--- src/hdl/rplf_consts.svh ---
// Constants of the packet length framer: buffer size, widths, flag level, delays.
// Assumes inclusion by the framer package and the framer module only.
`ifndef RPLF_CONSTS_SVH
`define RPLF_CONSTS_SVH
`define RPLF_FIFO_DEPTH 64
`define RPLF_PTR_W 6
`define RPLF_RX_FLAG_LEVEL 7'h3f
`define RPLF_CLK_PERIOD_NS 25
`define RPLF_SETTLE_NS 1000
`define RPLF_SETTLE_CYC \
   ((`RPLF_SETTLE_NS + `RPLF_CLK_PERIOD_NS - 1) / `RPLF_CLK_PERIOD_NS)
`define RPLF_CHAN_W 7
`endif

--- src/hdl/rplf_pkg.sv ---
// Types of the packet length framer.
// Assumes rplf_consts.svh is on the include path.
`include "rplf_consts.svh"
package rplf_pkg;
   typedef enum logic [2:0] {
      rplf_idle, rplf_tx_settle, rplf_tx_len, rplf_tx_data,
      rplf_rx_settle, rplf_rx_search, rplf_rx_data
   } rplf_state_t;
endpackage

--- src/hdl/rplf_framer.sv ---
// Packet length framer: start and stop of transmit and receive packets,
// payload buffer pointers, packet and FIFO flags.
// Assumes a host sets the go bits and streams bytes; the modem supplies
// byte strobes for sent and received bytes and a sync detect pulse.
`timescale 1ns/1ps
`include "rplf_consts.svh"

// Behaviour
// - Length mode set: first payload byte is the packet length.
// - Length mode clear: first byte is data; end by empty or go bit.
// - Length byte not counted, 0 to 255; transmit stops after that many.
// - Stop-on-empty with length mode clear: compare pointers, end transmit when buffer empties.
// - Both mode bits clear: transmit until host clears transmit-go.
// - Transmit-go builds and sends a packet from the buffer.
// - Channel is captured when transmit-go rises.
// - In transmit, the FIFO flag shows buffer empty.
// - Flags active high by default; a bit makes both active low.
// - Receive-go turns receiver on; after settling, sync search starts.
// - Length mode receive ends automatically and returns to idle.
// - Receive of 63 bytes or more raises FIFO flag; host must drain.
// - Length mode off: packet flag on sync, then bytes fill buffer.
// - Packet flag holds until first byte read, then off until next period.
// - Length mode off: receive lasts until receive-go clears.
// - Sync clears both pointers on receive; read pointer after tx sync.
module rplf_framer (
   // Clock and reset
   input wire logic ref_clk,
   input wire logic rstn,
   // Configuration and control
   input wire logic length_byte_mode,
   input wire logic stop_on_empty,
   input wire logic flag_active_low,
   input wire logic [6:0] channel_number,
   input wire logic tx_go,
   input wire logic rx_go,
   input wire logic wr_ptr_clear,
   // Host side of the buffer
   input wire logic host_wr,
   input wire logic [7:0] host_wr_data,
   input wire logic host_rd,
   output logic [7:0] host_rd_data,
   // Modem side
   input wire logic modem_tx_taken,
   output logic [7:0] modem_tx_data,
   output logic modem_tx_sync_sent,
   input wire logic modem_sync_found,
   input wire logic modem_rx_valid,
   input wire logic [7:0] modem_rx_data,
   // Status
   output logic tx_on,
   output logic rx_on,
   output logic [6:0] active_channel,
   output logic [5:0] fill_level,
   output logic packet_flag,
   output logic fifo_flag
);
   logic [7:0] mem [0:`RPLF_FIFO_DEPTH-1];
   rplf_pkg::rplf_state_t state_reg, state_next;
   logic [5:0] wp_reg, rp_reg;
   logic [7:0] len_reg, cnt_reg;
   logic lmode_reg, soe_reg, pkt_reg, ff_reg, first_rd_reg;
   logic [6:0] chan_reg;
   logic [15:0] settle_reg;
   logic tx_go_d, rx_go_d;
   logic [7:0] rd_data_reg;

   // Decode of events
   wire tx_start = tx_go & ~tx_go_d;
   wire rx_start = rx_go & ~rx_go_d & ~tx_go;
   wire empty = (wp_reg == rp_reg);
   wire settled = (settle_reg == 16'h0000);
   wire in_tx = (state_reg == rplf_pkg::rplf_tx_len) |
                (state_reg == rplf_pkg::rplf_tx_data);
   wire in_rx = (state_reg == rplf_pkg::rplf_rx_data);
   wire tx_pop = in_tx & modem_tx_taken & ~empty;
   wire rx_push = in_rx & modem_rx_valid;
   wire sync_hit = (state_reg == rplf_pkg::rplf_rx_search) & modem_sync_found;
   wire host_pop = host_rd & ~empty;
   wire [5:0] level = wp_reg - rp_reg;
   wire len_done = lmode_reg & (cnt_reg == len_reg);

   // Next state
   always_comb begin
      state_next = state_reg;
      unique case (state_reg)
         rplf_pkg::rplf_idle: begin
            if (tx_start)
               state_next = rplf_pkg::rplf_tx_settle;
            else if (rx_start)
               state_next = rplf_pkg::rplf_rx_settle;
         end
         rplf_pkg::rplf_tx_settle:
            if (settled)
               state_next = rplf_pkg::rplf_tx_len;
         rplf_pkg::rplf_tx_len:
            // length byte taken; else plain data
            if (tx_pop)
               state_next = rplf_pkg::rplf_tx_data;
         rplf_pkg::rplf_tx_data: begin
            if (len_done)
               state_next = rplf_pkg::rplf_idle;
            else if (~lmode_reg & soe_reg & empty)
               state_next = rplf_pkg::rplf_idle;
         end
         rplf_pkg::rplf_rx_settle:
            if (settled)
               state_next = rplf_pkg::rplf_rx_search;
         rplf_pkg::rplf_rx_search:
            if (modem_sync_found)
               state_next = rplf_pkg::rplf_rx_data;
         rplf_pkg::rplf_rx_data:
            if (len_done & (cnt_reg != 8'h00 | len_reg == 8'h00) &
                first_rd_reg)
               state_next = rplf_pkg::rplf_idle;
         default: state_next = rplf_pkg::rplf_idle;
      endcase
      if (in_tx | state_reg == rplf_pkg::rplf_tx_settle)
         if (~tx_go)
            state_next = rplf_pkg::rplf_idle;
      if (state_reg == rplf_pkg::rplf_rx_settle |
          state_reg == rplf_pkg::rplf_rx_search | in_rx)
         if (~rx_go)
            state_next = rplf_pkg::rplf_idle;
   end

   // Control registers
   always_ff @(posedge ref_clk or negedge rstn) begin
      if (!rstn) begin
         state_reg <= rplf_pkg::rplf_idle;
         tx_go_d <= 1'b0;
         rx_go_d <= 1'b0;
         lmode_reg <= 1'b0;
         soe_reg <= 1'b0;
         chan_reg <= 7'h00;
         settle_reg <= 16'h0000;
      end else begin
         state_reg <= state_next;
         tx_go_d <= tx_go;
         rx_go_d <= rx_go;
         if (state_reg == rplf_pkg::rplf_idle & (tx_start | rx_start)) begin
            lmode_reg <= length_byte_mode;
            soe_reg <= stop_on_empty;
            chan_reg <= channel_number;
            settle_reg <= 16'(`RPLF_SETTLE_CYC);
         end else if (!settled) begin
            settle_reg <= settle_reg - 16'h0001;
         end
      end
   end

   // Length and byte count; the length byte itself is never counted
   always_ff @(posedge ref_clk or negedge rstn) begin
      if (!rstn) begin
         len_reg <= 8'h00;
         cnt_reg <= 8'h00;
         first_rd_reg <= 1'b0;
      end else begin
         if (state_reg == rplf_pkg::rplf_tx_len & tx_pop) begin
            len_reg <= mem[rp_reg];
            cnt_reg <= 8'h00;
         end else if (state_reg == rplf_pkg::rplf_tx_data & tx_pop) begin
            cnt_reg <= cnt_reg + 8'h01;
         end
         if (sync_hit) begin
            cnt_reg <= 8'h00;
            first_rd_reg <= 1'b0;
         end else if (rx_push) begin
            if (!first_rd_reg) begin
               len_reg <= modem_rx_data;
               first_rd_reg <= 1'b1;
            end else begin
               cnt_reg <= cnt_reg + 8'h01;
            end
         end
      end
   end

   // Buffer pointers, shared by both directions
   always_ff @(posedge ref_clk or negedge rstn) begin
      if (!rstn) begin
         wp_reg <= 6'h00;
         rp_reg <= 6'h00;
      end else begin
         if (sync_hit) begin
            wp_reg <= 6'h00;
            rp_reg <= 6'h00;
         end else begin
            if (wr_ptr_clear)
               wp_reg <= 6'h00;
            else if (host_wr & ~in_rx | rx_push)
               wp_reg <= wp_reg + 6'h01;
            if (modem_tx_sync_sent)
               rp_reg <= 6'h00;
            else if (tx_pop | host_pop & ~in_tx)
               rp_reg <= rp_reg + 6'h01;
         end
      end
   end

   // Buffer storage; no reset needed on data
   always_ff @(posedge ref_clk) begin
      if (rx_push)
         mem[wp_reg] <= modem_rx_data;
      else if (host_wr & ~in_rx)
         mem[wp_reg] <= host_wr_data; // Host writes ignored while receiving
   end

   // Flags and read data
   always_ff @(posedge ref_clk or negedge rstn) begin
      if (!rstn) begin
         pkt_reg <= 1'b0;
         ff_reg <= 1'b0;
         rd_data_reg <= 8'h00;
      end else begin
         // set on sync; clear on first read
         if (sync_hit)
            pkt_reg <= 1'b1;
         else if (host_pop | tx_start | rx_start)
            pkt_reg <= 1'b0;
         // empty in transmit; rx level at 63
         if (in_tx)
            ff_reg <= empty;
         else if (in_rx)
            ff_reg <= ({1'b0, level} >= `RPLF_RX_FLAG_LEVEL);
         else
            ff_reg <= 1'b0;
         if (host_pop)
            rd_data_reg <= mem[rp_reg];
      end
   end

   // Outputs; polarity select
   assign packet_flag = pkt_reg ^ flag_active_low;
   assign fifo_flag = ff_reg ^ flag_active_low;
   assign host_rd_data = rd_data_reg;
   assign modem_tx_data = mem[rp_reg];
   assign modem_tx_sync_sent = (state_reg == rplf_pkg::rplf_tx_settle) &
                               settled;
   assign tx_on = in_tx;
   assign rx_on = (state_reg == rplf_pkg::rplf_rx_search) | in_rx;
   assign active_channel = chan_reg;
   assign fill_level = level;
endmodule

--- config.mk ---
export PLATFORM = sky130hd
export DESIGN_NAME = rplf_framer
export DESIGN_NICKNAME = d
export VERILOG_FILES = /design/src/hdl/rplf_pkg.sv /design/src/hdl/rplf_framer.sv
export VERILOG_INCLUDE_DIRS = /design/src /design/src/hdl
export SDC_FILE = /design/constraint.sdc
export NUM_CORES = 1
export LEC_CHECK = 0
export BUFFER_PORTS_ARGS = -buffer_cell sky130_fd_sc_hd__buf_2
export CAP_MARGIN = 10
export CORE_ASPECT_RATIO = 1.5
export CORE_UTILIZATION = 30
export CTS_CLUSTER_SIZE = 8
export DETAILED_ROUTE_END_ITERATION = 10
export HOLD_SLACK_MARGIN = 0.15
export PLACE_DENSITY = 0.41
export SYNTH_ARGS = -nofsm -noshare
export SYNTH_HDL_FRONTEND = slang
export SYNTH_SLANG_ARGS = --single-unit
--- constraint.sdc ---
create_clock -name ref_clk -period 5.3 [get_ports ref_clk]
set_clock_uncertainty 0.15 [all_clocks]
set_input_delay 1.06 -clock ref_clk [delete_from_list [all_inputs] [get_ports ref_clk]]
set_output_delay 1.06 -clock ref_clk [all_outputs]
set_load 0.1 [all_outputs]
== Word level (Yosys, flattened, before mapping) ==
Memory sizes are Yosys's and may differ from the RTL's.
Index checks and enable logic that the tools add are counted.

* Add/subtract/negate cells: 5
* $lt $le $gt $ge: 1
* Equality and inequality tests: 9
* Mux-type cells: 43
* Bitwise operators: 40
* Reductions and logical operators: 8

{| class="wikitable"
|+ Operators with widths
! cell !! number
|-
| 8-bit two-way mux || 10
|-
| 3-bit two-way mux || 13
|-
| 6-bit two-way mux || 6
|-
| 16-bit two-way mux || 2
|-
| 3-bit case mux with 7 select lines || 1
|-
| 1-bit AND || 19
|-
| 16-bit logical NOT || 1
|-
| 16-bit by 1-bit subtractor with 16-bit output, second input constant || 1
|-
| 6-bit by 1-bit adder with 6-bit output, second input constant || 2
|-
| 1-bit OR || 12
|-
| 1-bit two-way mux || 11
|-
| 3-bit equality test, second input constant || 3
|-
| 8-bit by 1-bit adder with 8-bit output, second input constant || 1
|-
| 8-bit equality test || 1
|-
| 8-bit logical NOT || 1
|-
| 8-bit nonzero test || 1
|-
| 1-bit inverter || 7
|-
| 3-bit by 2-bit equality test with 1-bit output, second input constant || 2
|-
| 6-bit equality test || 1
|-
| 6-bit greater-or-equal comparator, second input constant || 1
|-
| 3-bit nonzero test || 2
|-
| 6-bit subtractor || 1
|-
| 2-bit nonzero test || 2
|-
| 3-bit by 1-bit equality test with 1-bit output, second input constant || 1
|-
| other kinds (3) || 4
|}

* Bits in registers: 69
* Bits in writable memories: 512
* Bits of input ports: 36
* Output and inout port bits: 34
* Word-level logic and storage cells: 122
* Memories: 1

{| class="wikitable"
|+ Memories
! name !! depth !! width !! read ports !! clocked after Yosys merged registers in !! write ports !! line !! RTL
|-
| mem || 64 || 8 || 1 || 0 || 1 || rplf_framer.sv:57 || <nowiki>logic [7:0] mem [0:`RPLF_FIFO_DEPTH-1];</nowiki>
|}

== Logic depth before layout (Yosys ltp) ==
* Depth after elaboration: 10
* Mapped depth: 13
* Depth with buffers taken out: 9

== Worst setup path after synthesis ==
No wires, ideal clock.

* Path type: reg2out
* Start: register settle_reg[0]
* End: output port modem_tx_sync_sent
* Arrival time: 3.633 ns
* Setup slack: 0.457 ns
* Stages on the path, launching flop included: 7
* Path buffers: 1
* Cell sequence: dfrtp_1 inv_1 ha_1 or3b_2 or3_1 clkbuf_1 nor3_1

* Cells in the longest elaborated chain, start to end: 2

{| class="wikitable"
|+ Ends and longest elaborated chain
! item !! line !! RTL
|-
| start, declared || rplf_framer.sv:63 || <nowiki>logic [15:0] settle_reg;</nowiki>
|-
| start signal, assigned || rplf_framer.sv:144 || <nowiki>settle_reg <= 16'(`RPLF_SETTLE_CYC);</nowiki>
|-
| start signal, assigned || rplf_framer.sv:146 || <nowiki>settle_reg <= settle_reg - 16'h0001;</nowiki>
|-
| 16-bit logical NOT || rplf_framer.sv:71 || <nowiki>wire settled = (settle_reg == 16'h0000);</nowiki>
|-
| 1-bit AND || rplf_framer.sv:237 || <nowiki>assign modem_tx_sync_sent = (state_reg == rplf_pkg::rplf_tx_settle) &</nowiki>
|-
| end, declared || rplf_framer.sv:45 || <nowiki>output logic modem_tx_sync_sent,</nowiki>
|}

Every way passes these cells.

== Worst setup path in the final report ==
* Start: register rp_reg[2]
* End: output port modem_tx_data[3]

* Cells in the longest elaborated chain, start to end: 1

{| class="wikitable"
|+ Ends and longest elaborated chain
! item !! line !! RTL
|-
| start, declared || rplf_framer.sv:59 || <nowiki>logic [5:0] wp_reg, rp_reg;</nowiki>
|-
| start signal, assigned || rplf_framer.sv:195 || <nowiki>rp_reg <= rp_reg + 6'h01;</nowiki>
|-
| memory read 64 x 8 bit || -- ||
|-
| end, declared || rplf_framer.sv:44 || <nowiki>output logic [7:0] modem_tx_data,</nowiki>
|}

Every way passes these cells.

==> metrics.cfg <==
[run_status]
outcome = finished, final reports clean

[timing]
hold_viol_final = 0
maxSlewViolCount = 0
max_clock_freq_mhz = 206
worstMarginPinSlew_ps = 1140
relSlewSlack_pct = 23.7
period_minus_slack_ps = 4850
setup_ws_ps = 447
setup_tns_ps = 0
rsz0062_at_grt = no
setup_viol = 0
period_share_pct = 91.6

[logic_synthesis]
synth_cell_type_count = 63
yosys.area_share.simple_pct = 5.28
synth_ff_type = edfxtp_1
yosysSeqAreaShare_pct = 72.3
synth-compound-area-share_pct = 3.83
synth_adder_area_share_pct = 0.614
synth_top_family_by_area = multiplexers
synth_xor_area_share_pct = 1.44
syn_avg_cell_area_sq_um = 17.7
synth-async-reset-ratio_pct = 11.9
synth_warnings = 0
synthMuxAreaShare_pct = 14.7
syn_nets = 1382
syn_inst = 1335
ys_ff_latch = 581
syn_area_sq_mm = 0.0237
synth-edff-count = 512

[final_layout]
synthToLayoutAreaGrowth_pct = 16.9
antennaDiodeCount = 0
layout_commonest_cell = edfxtp_1
largest_register_ffs = 512
drive_above_1_share_pct = 22.0
stdcell_area_sq_mm = 0.0277
fin_nets = 1497
final_cell_mix = edfxtp_1, nor2_1, mux2i_1

[clock_network]
clock_tree.root_cell = clkbuf_16
clockBufferDepth = 3
cts_resized = 0
cts_tree = built
post_cts_buffers = 0
cts_sinks = 581
htreeDepth = 3
clk_latency_ps = 620
cts.clk_slew.worst_paths_ps = 50
cts_made_buffers = 82
holdBufCountCts = 0

[floorplanning]
die_area_sq_mm = 0.0800
core-area_sq_mm = 0.0777
fp.dieW_microns = 231
initial_core_util_pct = 30.4
core.rowCount = 125
dieHeight_microns = 346
io_pins = 70

[power_and_ir_drop]
ir_drop_mv = 0.448
cellLeakagePower_nw = 9.51
power_density_mw_per_mm2 = 582
power.total_mw = 16.1

[setup_path]
path_class = reg2out
cp-end-kind = primary output
critPathRequiredTime_ps = 4090
worstPathMaxFanout = 48
cp.arrival_ps = 3640
worstSetupStartpointType = flip-flop

[detailed_routing]
dr.pass1.iters = 4
num_vias = 12400
drt_iter0_drc = 820
ant_nets = 0
drc = 0
routed_via_density = 4.94
drt-wirelength-per-cell_microns = 25.0
finalWirelength_mm = 62.7

[placed_design]
place_congestion = 0.810
placed_cell_area_sq_mm = 0.0253
port_buffers = 69
hpwlAfterDp_mm = 40.5
dp_worst_setup_slack_ps = 1130

[grt]
antenna_found_initial = 0
grt_pass1_vias = 13200
track_usage_pct = 15.9
grt_overflow = 0
grt_pass1_wl_mm = 91.8
grt_max_degree = 65

[job]
cap_violations = 0

[min_path]
hp-class = reg2reg

logic make-up (layout without fill, tap and decap cells):
kind of cell / count (synthesis) / in the layout
mux: 223 / 223
flops: 581 / 581
compound gates: 125 / 125
xor+xnor: 39 / 39
fa+ha+maj: 11 / 11
buf+inv: 87 / 240
simple gates: 269 / 269
synthesized netlist by cell type (7+ instances only):
| master | n | area (sq um) |
|---|---|---|
| clkbuf_1 | 24 | 90.1 |
| mux2i_1 | 101 | 1010 |
| xnor2_1 | 16 | 140 |
| dfrtp_1 | 69 | 1730 |
| a21oi_1 | 10 | 50.1 |
| nand2_1 | 36 | 135 |
| nor4_1 | 9 | 56.3 |
| and3_1 | 10 | 62.6 |
| mux2_2 | 19 | 214 |
| xor2_1 | 23 | 201 |
| nor2_1 | 140 | 526 |
| o22ai_1 | 46 | 288 |
| mux4_2 | 98 | 2210 |
| edfxtp_1 | 512 | 15400 |
| ha_1 | 10 | 125 |
| buf_2 | 22 | 110 |
| or3_1 | 7 | 43.8 |
| buf_1 | 13 | 48.8 |
| nand4_1 | 11 | 68.8 |
| a221o_1 | 7 | 70.1 |
| nand3_1 | 8 | 40.0 |
| inv_1 | 14 | 52.6 |
| nor3_1 | 12 | 60.1 |
| a211o_1 | 29 | 254 |
per-stage QoR:
| stage | utilization [%] | hold WS [ps] | std cells |
|---|---|---|---|
| 2_1_floorplan | - | 319 | 1335 |
| 3_3_place_gp | 32.6 | 325 | 2382 |
| 3_5_place_dp | 32.6 | 327 | 2382 |
| 4_1_cts | 35.6 | 339 | 2504 |
| 5_1_grt | 35.6 | 363 | 2504 |
| 6_report | 35.6 | 331 | 2504 |
routing by layer:
layer  global-route usage, %  wire length [microns]  vias to the layer above
li1                        -                      -                     5520
met1                    18.9                  25100                     6444
met3                    2.72                   2490                       99
met5                       0                      0                        -
met2                    28.1                  33100                      303
met4                    6.60                   2030                        0
area by class of cell:
type	count	area (sq um)
clock buffer	117	2250
sequential	581	17100
multi-input combinational	667	6140
inverter	16	60.1
clock inverter	5	66.3
timing repair buffer	102	763
tap	1016	1270
fill	7287	50100
worst max-delay path: stages, from the launching register on:
cell	delay (ps)
dfrtp_2	790
buf_12	370
mux4_2	390
mux2i_1	380
nor2_1	80
o22ai_1	300
buf_4	210
mux2i_1	200
buf_12	270
path summary, 6_finish.rpt:
path,start,to,slack (ps),cells after the start
setup / recovery,rp_reg[2],modem_tx_data[3],450,8
min in group asynchronous,rstn,host_rd_data[4],450,1
max in group asynchronous,rstn,settle_reg[12],3540,2
hold reg to reg,host_rd_data[2],host_rd_data[2],330,1
setup reg to reg,state_reg[0],mem[7][3],1590,5
hold / removal,host_rd_data[2],host_rd_data[2],330,1
power breakdown:
| part | internal (mW) | total, mW | switching (mW) |
|---|---|---|---|
| registers | 5.26 | 5.55 | 0.297 |
| logic | 2.00 | 5.74 | 3.74 |
| clock network | 2.90 | 4.81 | 1.91 |
(Power assumes the default switching activity.)
